## src/logic/fmd_pkg.sv

```systemverilog
// Constants and types shared by the film mode and motion detector
//------------------------------------------------------------------------------
// Function
// - Chroma conversion reuses the luminance motion vectors, no separate chroma estimate.
// - Filter select: 11 improved median, 10 median, 01 intrafield, 00 interfield.
// - Per field, sum absolute vector components above the minimum vector threshold.
// - Moving if sum above upper bound, or between bounds in camera mode.
// - Still if sum at most lower bound, or between bounds in film mode.
// - Scale setting maps 00 to 8, 01 to 16, 10 to 32, 11 to 64.
// - Mode switches only after condition held two times (history plus one) fields.
// - Provide global motion flag and a moving block count for the host.
// - Source field zero uses vector activity; nonzero uses field difference, 1 most sensitive.
// - A control bit inverts the film phase at the report output only.
// - Separate camera and film thresholds, one shared history length.
// - Detect film mode, type and phase; 50 Hz film moves every second field.
// - Global motion clears only after 32 consecutive still fields.
// - Film type reads one for 2-3 pulldown, zero for 25 phase sources.
//------------------------------------------------------------------------------
package fmd_pkg;
    // Widths
    localparam int VEC_W       = 8;
    localparam int SUM_W       = 20;
    localparam int BOUND_W     = 16;
    localparam int STAT_W      = 8;
    localparam int HIST_CNT_W  = 6;
    localparam int STILL_CNT_W = 6;

    // Reset values
    localparam logic                   MODE_RST   = 1'b0;
    localparam logic                   GMOT_RST   = 1'b1;
    localparam logic                   TYPE_RST   = 1'b0;
    localparam logic                   PHASE_RST  = 1'b0;
    localparam logic [SUM_W-1:0]       SUM_RST    = 20'h00000;
    localparam logic [STAT_W-1:0]      STAT_RST   = 8'h00;

    // Scale factor 8 is a left shift by three, each code step doubles it
    localparam logic [3:0]             SCALE_BASE_SHIFT = 4'h3;

    // Still fields in a row that clear the global motion flag
    localparam logic [STILL_CNT_W-1:0] STILL_FIELDS = 6'h20;

    // Field difference threshold is the source code shifted left by this many bits
    localparam int                     FDIFF_SHIFT = 4;

    // Interpolation filter codes
    localparam logic [1:0] FILT_IMPROVED = 2'h3;
    localparam logic [1:0] FILT_MEDIAN   = 2'h2;
    localparam logic [1:0] FILT_INTRA    = 2'h1;
    localparam logic [1:0] FILT_INTER    = 2'h0;

    // Detection source code that selects vector activity
    localparam logic [3:0] SRC_VECTOR = 4'h0;

    typedef enum logic {
        CAMERA_MODE = 1'b0,
        FILM_MODE   = 1'b1
    } film_camera_t;
endpackage

```

## src/logic/activity_term.sv

```systemverilog
// Per-block activity term from a vector pair or a field difference sample
`timescale 1ns/1ns
`default_nettype none
module activity_term (
    // Selection and thresholds
    input  wire logic [3:0]               src_sel_in,
    input  wire logic [fmd_pkg::VEC_W-1:0] min_vector_threshold_in,
    // Vector sample
    input  wire logic                     vec_valid_in,
    input  wire logic [fmd_pkg::VEC_W-1:0] vec_x_in,
    input  wire logic [fmd_pkg::VEC_W-1:0] vec_y_in,
    // Field difference sample
    input  wire logic                     fdiff_valid_in,
    input  wire logic [fmd_pkg::VEC_W-1:0] fdiff_in,
    // Result
    output logic                          term_valid_out,
    output logic [fmd_pkg::VEC_W:0]       term_out,
    output logic                          block_moving_out
);
    wire                          use_vec  = (src_sel_in == fmd_pkg::SRC_VECTOR);
    // Magnitudes of two's complement components
    wire [fmd_pkg::VEC_W-1:0]     abs_x    = vec_x_in[fmd_pkg::VEC_W-1] ? -vec_x_in : vec_x_in;
    wire [fmd_pkg::VEC_W-1:0]     abs_y    = vec_y_in[fmd_pkg::VEC_W-1] ? -vec_y_in : vec_y_in;
    // Small vectors are noise, so only components above the threshold count
    wire [fmd_pkg::VEC_W-1:0]     keep_x   = (abs_x > min_vector_threshold_in) ? abs_x : '0;
    wire [fmd_pkg::VEC_W-1:0]     keep_y   = (abs_y > min_vector_threshold_in) ? abs_y : '0;
    wire [fmd_pkg::VEC_W:0]       vec_term = {1'b0, keep_x} + {1'b0, keep_y};
    // Larger source code raises the difference bar, so 1 is the most sensitive
    wire [fmd_pkg::VEC_W+3:0]     diff_bar = {src_sel_in, {fmd_pkg::FDIFF_SHIFT{1'b0}}, 4'h0};
    wire                          diff_mov = {4'h0, fdiff_in} > (diff_bar >> 4);

    // Source mux between vector activity and field difference
    assign term_valid_out   = use_vec ? vec_valid_in : fdiff_valid_in;
    assign term_out         = use_vec ? vec_term : {1'b0, fdiff_in};
    assign block_moving_out = use_vec ? (vec_term != '0) : diff_mov;
endmodule
`default_nettype wire

```

## src/logic/film_mode_motion_detector.sv

```systemverilog
// Field motion, film mode, film type, film phase and global motion detector
`timescale 1ns/1ns
`default_nettype none
module film_mode_motion_detector (
    // Clock and reset
    input  wire logic                          ref_clk_in,
    input  wire logic                          rstn_in,
    // Field timing
    input  wire logic                          field_start_in,
    input  wire logic                          field_parity_in,
    // Luminance motion vectors, one pair per block
    input  wire logic                          vec_valid_in,
    input  wire logic [fmd_pkg::VEC_W-1:0]     vec_x_in,
    input  wire logic [fmd_pkg::VEC_W-1:0]     vec_y_in,
    // Field difference samples, one per block
    input  wire logic                          fdiff_valid_in,
    input  wire logic [fmd_pkg::VEC_W-1:0]     fdiff_in,
    // Configuration
    input  wire logic [fmd_pkg::VEC_W-1:0]     min_vector_threshold_in,
    input  wire logic [7:0]                    lower_motion_threshold_in,
    input  wire logic [7:0]                    upper_motion_threshold_in,
    input  wire logic [1:0]                    lower_scale_select_in,
    input  wire logic [1:0]                    upper_scale_select_in,
    input  wire logic [3:0]                    hysteresis_history_length_in,
    input  wire logic [3:0]                    detect_source_select_in,
    input  wire logic                          phase_invert_in,
    input  wire logic [1:0]                    interp_filter_select_in,
    // Interpolation filter choice, one hot
    output logic                               interp_improved_median_out,
    output logic                               interp_median_out,
    output logic                               interp_intrafield_out,
    output logic                               interp_interfield_out,
    // Chroma compensation vectors
    output logic                               chroma_vec_valid_out,
    output logic [fmd_pkg::VEC_W-1:0]          chroma_vec_x_out,
    output logic [fmd_pkg::VEC_W-1:0]          chroma_vec_y_out,
    // Detection results
    output logic                               field_done_out,
    output logic                               field_moving_out,
    output logic [fmd_pkg::SUM_W-1:0]          vector_activity_sum_out,
    output logic                               film_camera_state_out,
    output logic                               film_source_type_out,
    output logic                               film_phase_out,
    output logic                               global_motion_flag_out,
    output logic [fmd_pkg::STAT_W-1:0]         moving_block_statistic_out
);
    //--------------------------------------------------------------------------
    // Per-block activity
    //--------------------------------------------------------------------------
    logic                        term_valid;
    logic [fmd_pkg::VEC_W:0]     term;
    logic                        block_moving;

    activity_term u_term (
        .src_sel_in              (detect_source_select_in),
        .min_vector_threshold_in (min_vector_threshold_in),
        .vec_valid_in            (vec_valid_in),
        .vec_x_in                (vec_x_in),
        .vec_y_in                (vec_y_in),
        .fdiff_valid_in          (fdiff_valid_in),
        .fdiff_in                (fdiff_in),
        .term_valid_out          (term_valid),
        .term_out                (term),
        .block_moving_out        (block_moving)
    );

    //--------------------------------------------------------------------------
    // Field accumulation
    //--------------------------------------------------------------------------
    logic [fmd_pkg::SUM_W-1:0]   acc_ff;
    logic [fmd_pkg::STAT_W-1:0]  blk_cnt_ff;

    // Saturating sums; a block arriving with the field start opens the new field
    wire [fmd_pkg::SUM_W:0]      acc_add  = {1'b0, acc_ff} + {{(fmd_pkg::SUM_W-fmd_pkg::VEC_W){1'b0}}, term};
    wire [fmd_pkg::SUM_W-1:0]    acc_sat  = acc_add[fmd_pkg::SUM_W] ? '1 : acc_add[fmd_pkg::SUM_W-1:0];
    wire [fmd_pkg::SUM_W-1:0]    acc_base = field_start_in ? '0 : acc_ff;
    wire [fmd_pkg::SUM_W-1:0]    acc_base_add = field_start_in ?
                                     {{(fmd_pkg::SUM_W-fmd_pkg::VEC_W-1){1'b0}}, term} : acc_sat;
    wire [fmd_pkg::SUM_W-1:0]    nxt_acc  = term_valid ? acc_base_add : acc_base;
    wire [fmd_pkg::STAT_W-1:0]   blk_base = field_start_in ? '0 : blk_cnt_ff;
    wire                         blk_inc  = term_valid && block_moving && (blk_base != '1);
    wire [fmd_pkg::STAT_W-1:0]   nxt_blk  = blk_base + {{(fmd_pkg::STAT_W-1){1'b0}}, blk_inc};

    // Accumulators
    always_ff @(posedge ref_clk_in or negedge rstn_in) begin
        if (!rstn_in) begin
            acc_ff     <= fmd_pkg::SUM_RST;
            blk_cnt_ff <= fmd_pkg::STAT_RST;
        end else begin
            acc_ff     <= nxt_acc;
            blk_cnt_ff <= nxt_blk;
        end
    end

    //--------------------------------------------------------------------------
    // Motion decision for the field that just ended
    //--------------------------------------------------------------------------
    logic                        mode_ff;
    // Bounds are scale times (threshold plus one), scale is 8 shifted by the code
    wire [3:0]                   lo_shift = fmd_pkg::SCALE_BASE_SHIFT + {2'h0, lower_scale_select_in};
    wire [3:0]                   hi_shift = fmd_pkg::SCALE_BASE_SHIFT + {2'h0, upper_scale_select_in};
    wire [fmd_pkg::BOUND_W-1:0]  lo_bound = ({8'h00, lower_motion_threshold_in} + 16'h0001) << lo_shift;
    wire [fmd_pkg::BOUND_W-1:0]  hi_bound = ({8'h00, upper_motion_threshold_in} + 16'h0001) << hi_shift;
    wire                         above_lo = acc_ff > {4'h0, lo_bound};
    wire                         above_hi = acc_ff > {4'h0, hi_bound};
    // Between the bounds the current mode decides, which is the hysteresis band
    wire                         in_band  = above_lo && !above_hi;
    wire                         moving   = above_hi || (in_band && (mode_ff == fmd_pkg::CAMERA_MODE));
    wire                         still    = !above_lo || (in_band && (mode_ff == fmd_pkg::FILM_MODE));

    //--------------------------------------------------------------------------
    // Mode switching with temporal hysteresis
    //--------------------------------------------------------------------------
    logic [1:0]                  hist_mot_ff;  // Motion of the two previous fields
    logic [fmd_pkg::HIST_CNT_W-1:0] hyst_cnt_ff;
    // Film: no two moving fields in a row, and motion within the last three fields
    wire                         film_like = !(moving && hist_mot_ff[0]) &&
                                             (moving || (|hist_mot_ff)) && !(hist_mot_ff == 2'h3);
    // Camera: motion in consecutive fields
    wire                         cam_like  = moving && hist_mot_ff[0];
    wire                         switch_ok = (mode_ff == fmd_pkg::CAMERA_MODE) ? film_like : cam_like;
    wire [fmd_pkg::HIST_CNT_W-1:0] need    = {1'b0, hysteresis_history_length_in, 1'b0} + 6'h02;
    wire [fmd_pkg::HIST_CNT_W-1:0] hyst_inc = hyst_cnt_ff + 6'h01;
    wire                         do_switch = switch_ok && (hyst_inc >= need);
    // A failing field restarts the count so only consecutive fields qualify
    wire [fmd_pkg::HIST_CNT_W-1:0] nxt_hyst = (!switch_ok || do_switch) ? '0 : hyst_inc;
    wire                         nxt_mode  = do_switch ? !mode_ff : mode_ff;

    //--------------------------------------------------------------------------
    // Film type and phase
    //--------------------------------------------------------------------------
    logic [1:0]                  still_run_ff;  // Still fields since last motion, saturating
    logic [1:0]                  prev_run_ff;
    logic                        type_ff;
    logic                        raw_phase_ff;
    // Gaps of two still fields only appear in 2-3 pulldown; steady single gaps mean 25 phases
    wire                         nxt_type  = !moving ? type_ff :
                                             (still_run_ff == 2'h2) ? 1'b1 :
                                             ((still_run_ff == 2'h1) && (prev_run_ff == 2'h1)) ? 1'b0 :
                                             type_ff;
    // New motion on a B field means that B pairs with the next A field
    wire                         nxt_raw_phase = (moving && (mode_ff == fmd_pkg::FILM_MODE)) ?
                                                 field_parity_in : raw_phase_ff;
    wire [1:0]                   nxt_run   = moving ? 2'h0 :
                                             (still_run_ff == 2'h3) ? 2'h3 : still_run_ff + 2'h1;

    //--------------------------------------------------------------------------
    // Global motion
    //--------------------------------------------------------------------------
    logic [fmd_pkg::STILL_CNT_W-1:0] still_cnt_ff;
    logic                        gmot_ff;
    wire [fmd_pkg::STILL_CNT_W-1:0] nxt_still = moving ? '0 :
                                   (still_cnt_ff == fmd_pkg::STILL_FIELDS) ? still_cnt_ff :
                                   still_cnt_ff + 6'h01;
    wire                         nxt_gmot  = (nxt_still != fmd_pkg::STILL_FIELDS);

    // Field-rate state, updated only on a field boundary
    always_ff @(posedge ref_clk_in or negedge rstn_in) begin
        if (!rstn_in) begin
            mode_ff      <= fmd_pkg::MODE_RST;
            hist_mot_ff  <= 2'h0;
            hyst_cnt_ff  <= '0;
            still_run_ff <= 2'h0;
            prev_run_ff  <= 2'h0;
            type_ff      <= fmd_pkg::TYPE_RST;
            raw_phase_ff <= fmd_pkg::PHASE_RST;
            still_cnt_ff <= '0;
            gmot_ff      <= fmd_pkg::GMOT_RST;
        end else if (field_start_in) begin
            mode_ff      <= nxt_mode;
            hist_mot_ff  <= {hist_mot_ff[0], moving};
            hyst_cnt_ff  <= nxt_hyst;
            still_run_ff <= nxt_run;
            prev_run_ff  <= moving ? still_run_ff : prev_run_ff;
            type_ff      <= nxt_type;
            raw_phase_ff <= nxt_raw_phase;
            still_cnt_ff <= nxt_still;
            gmot_ff      <= nxt_gmot;
        end
    end

    //--------------------------------------------------------------------------
    // Reported results, captured at the field boundary
    //--------------------------------------------------------------------------
    always_ff @(posedge ref_clk_in or negedge rstn_in) begin
        if (!rstn_in) begin
            field_done_out             <= 1'b0;
            field_moving_out           <= 1'b0;
            vector_activity_sum_out    <= fmd_pkg::SUM_RST;
            moving_block_statistic_out <= fmd_pkg::STAT_RST;
        end else begin
            field_done_out <= field_start_in;
            if (field_start_in) begin
                field_moving_out           <= moving && !still;
                vector_activity_sum_out    <= acc_ff;
                moving_block_statistic_out <= blk_cnt_ff;
            end
        end
    end

    // Mode flags straight from field state; phase inversion applies to the reported phase only
    assign film_camera_state_out  = mode_ff;
    assign film_source_type_out   = type_ff;
    assign film_phase_out         = raw_phase_ff ^ phase_invert_in;
    assign global_motion_flag_out = gmot_ff;

    //--------------------------------------------------------------------------
    // Interpolation filter select and chroma vectors
    //--------------------------------------------------------------------------
    // The decode is registered so the upconverter sees a clean one-hot select
    always_ff @(posedge ref_clk_in or negedge rstn_in) begin
        if (!rstn_in) begin
            interp_improved_median_out <= 1'b0;
            interp_median_out          <= 1'b0;
            interp_intrafield_out      <= 1'b0;
            interp_interfield_out      <= 1'b1;
        end else begin
            interp_improved_median_out <= (interp_filter_select_in == fmd_pkg::FILT_IMPROVED);
            interp_median_out          <= (interp_filter_select_in == fmd_pkg::FILT_MEDIAN);
            interp_intrafield_out      <= (interp_filter_select_in == fmd_pkg::FILT_INTRA);
            interp_interfield_out      <= (interp_filter_select_in == fmd_pkg::FILT_INTER);
        end
    end

    // Chroma reuses the luminance vectors; no second estimator is spent on colour
    always_ff @(posedge ref_clk_in or negedge rstn_in) begin
        if (!rstn_in) begin
            chroma_vec_valid_out <= 1'b0;
            chroma_vec_x_out     <= '0;
            chroma_vec_y_out     <= '0;
        end else begin
            chroma_vec_valid_out <= vec_valid_in;
            if (vec_valid_in) begin
                chroma_vec_x_out <= vec_x_in;
                chroma_vec_y_out <= vec_y_in;
            end
        end
    end
endmodule
`default_nettype wire

```

## config.mk

```make
export PLATFORM = sky130hd
export DESIGN_NAME = film_mode_motion_detector
export DESIGN_NICKNAME = d
export VERILOG_FILES = /design/src/logic/fmd_pkg.sv /design/src/logic/activity_term.sv /design/src/logic/film_mode_motion_detector.sv
export SDC_FILE = /design/constraint.sdc
export NUM_CORES = 1
export LEC_CHECK = 0
export BUFFER_PORTS_ARGS = -buffer_cell sky130_fd_sc_hd__buf_2
export CAP_MARGIN = 20
export CORE_ASPECT_RATIO = 1.5
export CORE_MARGIN = 2
export CORE_UTILIZATION = 59
export DETAILED_ROUTE_END_ITERATION = 6
export PLACE_DENSITY_LB_ADDON = 0.15
export SYNTH_ARGS = -nofsm -noshare
export SYNTH_HDL_FRONTEND = slang
export SYNTH_SLANG_ARGS = --single-unit
```

## constraint.sdc

```tcl
create_clock -name ref_clk_in -period 3.05 [get_ports ref_clk_in]
set_clock_uncertainty 0.15 [all_clocks]
set_input_delay 0.61 -clock ref_clk_in [delete_from_list [all_inputs] [get_ports ref_clk_in]]
set_output_delay 0.61 -clock ref_clk_in [all_outputs]
set_load 0.005 [all_outputs]
```

==> results.cfg, run 1 <==
[timing]
holdWs_ps = 251
fin_setup_tns_ps = -77900
rsz0062_at_grt = true
hold_viol = 0
fin_crit_sh_pct = 183
worstMarginPinSlew_ps = 636
setup_viol = 50
period_minus_slack_ps = 5570
final_max_slew_viol_count = 0
max_freq_mhz = 179
relSlewSlack_pct = 57.2
setup_slack_ps = -2520

[critical_path]
path_max_fanout = 5
r2r_start = acc_ff[19]
cp-start-kind = input port
rrSetupSlack_ps = -170
path_class = input port to flip-flop
arrival_ps = 5660
end_kind = flip-flop
critPathRequiredTime_ps = 3130
worst_r2r_path_depth = 9
reg2reg_to = hyst_cnt_ff[3]

[place]
port_buffers = 123
place_congestion = 0.863
post-dp-hpwl_mm = 16.9

[run_status]
outcome = complete, but fails checks
violations = setup timing

[worst_hold_path]
hold_path.startpoint = interp_filter_select_in[0]
holdPathStages = 2
hold_path_class = input port to flip-flop
min_to = interp_interfield_out

[die]
fp-row-count = 52
coreArea_um2 = 13500
dieHeight_um = 147
start_util_pct = 60.0
die_area_um2 = 14700
die_w_um = 99.6
ios = 124

[pwr]
power_leakage_nw = 5.54
ir_drop_v = 0.000377
power.density_nw_per_um2 = 433
finalPower_mw = 5.04

[yosys]
yosys-top-cells-area = dfrtp_1 31%, ha_1 13%, mux2_2 7.2%
synthCells = 927
synth_top_area_cell = dfrtp_1
synth_edf_count = 0
synth_area_um2 = 8090
yosys-top-cells-count = 99 x dfrtp_1, 87 x ha_1, 81 x nand2_1
synth_top_area_share_pct = 30.6
synthMuxAreaShare_pct = 9.10
ys_seq_area_share_pct = 31.3
async_flop_share_pct = 100
yosysMostFrequentCell = dfrtp_1
synth_simple_gate_area_share_pct = 20.0
ys_types = 68
synth_top_flop_cell = dfrtp_1
synth.avg_cell_area_um2 = 8.72
synthXorXnorAreaFrac_pct = 3.90
ys_ff_latch = 101
synth-compound-area-share_pct = 17.6
syn_nets = 1085
synth_fa_ha_area_share_pct = 14.0
yosysWarnings = 0
synth_top_family_by_area = simple AND/OR/NAND/NOR gates

[clock_tree]
cts_buffers = 9
clock-sinks = 101
clkTransAtPathRegs_ps = 90
htreeDepth = 3
cts_tree = built
root_buffer = clkbuf_16
clk_latency_ps = 360
max-clock-path-buffers = 2

[routing]
routedWlPerCell_um = 20.4
drc = 0
dr.pass1.iters = 6
vias_per_cell = 6.42
vias = 8846
dr.first_iter.drc_count = 789
antenna_left = 0
wl_mm = 28.1

[finish]
diodes = 0
fillers = 671
drive_above_1_share_pct = 44.3
finish.utilization_pct = 86.4
syn_to_final_growth_pct = 43.9
finish.net_count = 1369

[global_routing]
grt_first_pass_wirelength_mm = 40.3
antenna_found_initial = 0
globalRouteTotalUtil_pct = 33.9
grt_max_degree = 51
grt_pass1_vias = 8520
gr-total-overflow = 0

[job]
drv_cap = 0
==> stage by stage <==
stage | instances | cell area (µm²) | setup WS (ps)
after floorplan | 927 | 8470 | -2210
after global placement | 1326 | 10200 | -2460
after detailed placement | 1326 | 10200 | -2570
after CTS | 1367 | 11200 | -2000
after global routing | 1378 | 11600 | -2730
final | 1378 | 11600 | -2520
==> sequential cells by signal (all words and copies together) (netlist names), 2 cells and up <==
name and cells:
acc_ff 20, vector_activity_sum_out 20, blk_cnt_ff 8, chroma_vec_x_out 8, chroma_vec_y_out 8, moving_block_statistic_out 8
hyst_cnt_ff 6, still_cnt_ff 6, hist_mot_ff 2, prev_run_ff 2, still_run_ff 2
==> routing by layer <==
layer | GRT usage [%] | wire (µm)
met2 | 64.6 | 15000
met1 | 35.0 | 9320
met5 | 0 | 0
met4 | 16.4 | 1940
met3 | 5.96 | 1910
==> cells in the final DEF, fill, tap and decap left out, types with 14 or more instances in the layout <==
master and n:
a21oi_1 46, nand2_1 71, o21ai_2 14, ha_1 70, nor2_1 55, inv_1 42, o21ai_1 19, buf_2 111
a21o_1 17, xnor2_1 17, nor2b_1 23, nand3_1 41, dfrtp_1 99, buf_6 24, o21ai_0 24, a21oi_2 14
mux2_2 48, buf_4 173
==> critical path: stages <==
cell	delay [ps]
buf_2	110
inv_1	90
ha_2	200
buf_6	110
a31oi_4	80
xor2_2	180
ha_1	350
nand4_1	170
nor2_1	220
nand2_1	110
nand2_2	160
buf_6	140
nor2b_1	60
ha_1	310
o21a_1	240
a21o_1	210
a21oi_2	130
xor2_1	220
o21ai_1	130
buf_4	140
buf_4	120
ha_1	300
a31o_4	170
a31oi_4	110
buf_4	180
o21ai_0	250
mux2i_1	170
a211oi_1	360
==> power breakdown <==
group / switching (mW) / internal (mW)
sequential: 0.195 / 1.49
combinational: 1.03 / 0.995
clock: 0.583 / 0.741
total: 1.81 / 3.23
==> what timing repair did <==
item | 4_1_cts | 5_1_grt
pin swaps | 68 | 42
hold buffers | 1 | 0
resized for setup | 122 | 71
setup buffers | 23 | 12
cloned | 1 | 0
endpoints found under the hold margin | 16 | 0
endpoints found under the setup margin | 50 | 50
==> cells by family (layout without fill, tap and decap cells) <==
group                      Yosys count  after routing
AOI/OAI and AO/OA                  225            225
xor gates and xnor gates            36             36
adders and majority gates           89             89
buffers and inverters               90            378
DFF                                101            101
muxes                               67             67
and+or+nand+nor                    319            320
==> cell type report <==
type | count | area (µm²) | share of cell area [%]
Clock inverter | 7 | 114 | 0.978
Tap cell | 162 | 203 | 1.74
Inverter | 49 | 206 | 1.77
Sequential cell | 101 | 2530 | 21.7
Multi-Input combinational cell | 737 | 6160 | 52.9
Clock buffer | 9 | 225 | 1.93
Timing Repair Buffer | 313 | 2200 | 18.9
==> how the worst max path moves through the flow <==
| stage | start | to | slack [ps] | cells after the start |
|---|---|---|---|---|
| 3_3_place_gp | vec_x_in[1] | acc_ff[7] | -2460 | 32 |
| 5_1_grt | vec_x_in[0] | acc_ff[17] | -2730 | 30 |
| 2_1_floorplan | vec_x_in[1] | acc_ff[7] | -2210 | 31 |
| 4_1_cts | vec_x_in[1] | acc_ff[8] | -2000 | 31 |
| 3_5_place_dp | vec_x_in[1] | acc_ff[8] | -2570 | 33 |
| 6_report | vec_y_in[1] | acc_ff[17] | -2520 | 28 |
(Power assumes the default switching activity.)
==> run 2, diff against run 1 <==
- clock period: 3.05 -> 6.25 ns (I/O delays scaled with it)
==> run 2 against run 1 <==
Worst hold slack improved by 93 ps. Clock power down 58%. Cell area shrank 17%. Core utilization down 15 points. Non-clock buffer count decreased by 132. The flow now finishes without violations. Highest routed layer unchanged.
==> results.cfg, run 2 (synthesis gave the netlist of run 1 again) <==
[pwr]
power_leakage_nw = 4.68
ir_drop_v = 0.000237
finalPower_mw = 2.06
power.density_nw_per_um2 = 214

[timing]
setup_viol = 0
period_minus_slack_ps = 6010
relSlewSlack_pct = 39.7
worstMarginPinSlew_ps = 896
max_freq_mhz = 166
fin_crit_sh_pct = 96.2
fin_setup_tns_ps = 0
hold_viol = 0
setup_slack_ps = 238
rsz0062_at_grt = true
holdWs_ps = 344
final_max_slew_viol_count = 0

[routing]
drc = 0
vias_per_cell = 5.87
routedWlPerCell_um = 15.7
dr.first_iter.drc_count = 297
dr.pass1.iters = 4
vias = 7314
antenna_left = 0
wl_mm = 19.5

[clock_tree]
max-clock-path-buffers = 2
clkTransAtPathRegs_ps = 70
cts_tree = built
htreeDepth = 3
root_buffer = clkbuf_16
cts_buffers = 9
clock-sinks = 101
hold_buffers = 0
clk_latency_ps = 350

[critical_path]
crit_path_start = vec_y_in[0]
r2r_start = acc_ff[19]
cp_slowest_cell = or3_1
path_class = input port to flip-flop
arrival_ps = 6070
critPathRequiredTime_ps = 6310
crit_path_frequent_cell = ha_1
path_max_fanout = 6
end_kind = flip-flop
crit_buf_inv = 2
critPathTopFamily = compound AO/OA/AOI/OAI gates
worst_path_largest_cell_delay_ps = 360
cp-start-kind = input port

[die]
fp-row-count = 52
start_util_pct = 60.0
ios = 124
die_area_um2 = 14700
die_w_um = 99.6
dieHeight_um = 147
coreArea_um2 = 13500

[place]
post-dp-hpwl_mm = 15.1
port_buffers = 123
place_ws_ps = -354
place_congestion = 0.892
placed_cells_incl_taps = 1225
postPlaceCellArea_um2 = 9190

[global_routing]
grt_first_pass_wirelength_mm = 32.3
gr-total-overflow = 0
antenna_found_initial = 1
grt_pass1_vias = 7270
globalRouteTotalUtil_pct = 26.7
grt_max_degree = 71

[finish]
mostFrequentLayoutCells = 121 x buf_2, 99 x dfrtp_1, 85 x ha_1, 81 x nand2_1, 61 x nor2_1
finish.net_count = 1236
diodes = 0
fillers = 1049
fin_area_um2 = 9610
register_area_um2 = 2530
multi_input_area_um2 = 5330
drive_above_1_share_pct = 26.4
top_regs = acc_ff x20, vector_activity_sum_out x20
fin_cells = 1245
layout_commonest_cell = buf_2
syn_to_final_growth_pct = 18.8
finish.utilization_pct = 71.3

[worst_hold_path]
hold_path.startpoint = global_motion_flag_out
hold_path_class = flip-flop to flip-flop

[run_status]
outcome = complete, no violations

[job]
drv_cap = 0
run 2: cell count changes in the layout (fill, tap and decap cells not counted), sizes merged:
cell	change
clkinvlp	+2
buf	-131
bufinv	-2
clkinv	+1
dlygate4sd3	-1
inv	-1
nor2	-1
run 2: final timing paths:
kind	endpoint	slack, ps	depth (start not counted)
worst max register to register	still_cnt_ff[3]	3100	8
max in group asynchronous	vector_activity_sum_out[16]	4100	2
worst max-delay path	acc_ff[8]	240	29
min in group asynchronous	chroma_vec_x_out[1]	880	1
worst min register to register	global_motion_flag_out	340	2
worst min-delay path	global_motion_flag_out	340	2
run 2: worst register-to-register path, cell delays in order, from the launching register on:
cell	delay, ps
dfrtp_1	470
or4_1	720
or4_1	610
o32ai_1	390
o211ai_2	210
buf_4	200
o21ai_0	150
nand2_1	80
o31ai_1	80
run 2: what timing repair did:
item,4_1_cts,5_1_grt
endpoints found under the setup margin,0,20
buffers inserted,0,4
gates resized for setup,0,31
run 2: area by class of cell:
class | count | area share (%)
multi-input cells | 736 | 55.5
inverters | 49 | 1.91
well taps | 162 | 2.11
flip-flops and latches | 101 | 26.3
repair buffers | 181 | 11.1
clock inverters | 7 | 0.716
clock buffers | 9 | 2.34
run 2: report_power, final:
part	internal [mW]	switching [mW]
clock	0.279	0.270
combinational	0.327	0.362
sequential	0.730	0.0899
run 2: layer usage:
| metal | up-vias | track usage [%] | routed length [µm] |
|---|---|---|---|
| met2 | 164 | 50.5 | 10600 |
| met3 | 43 | 3.92 | 730 |
| li1 | 3667 | - | - |
| met4 | 0 | 11.9 | 674 |
| met1 | 3440 | 29.0 | 7570 |
| met5 | - | 0 | 0 |
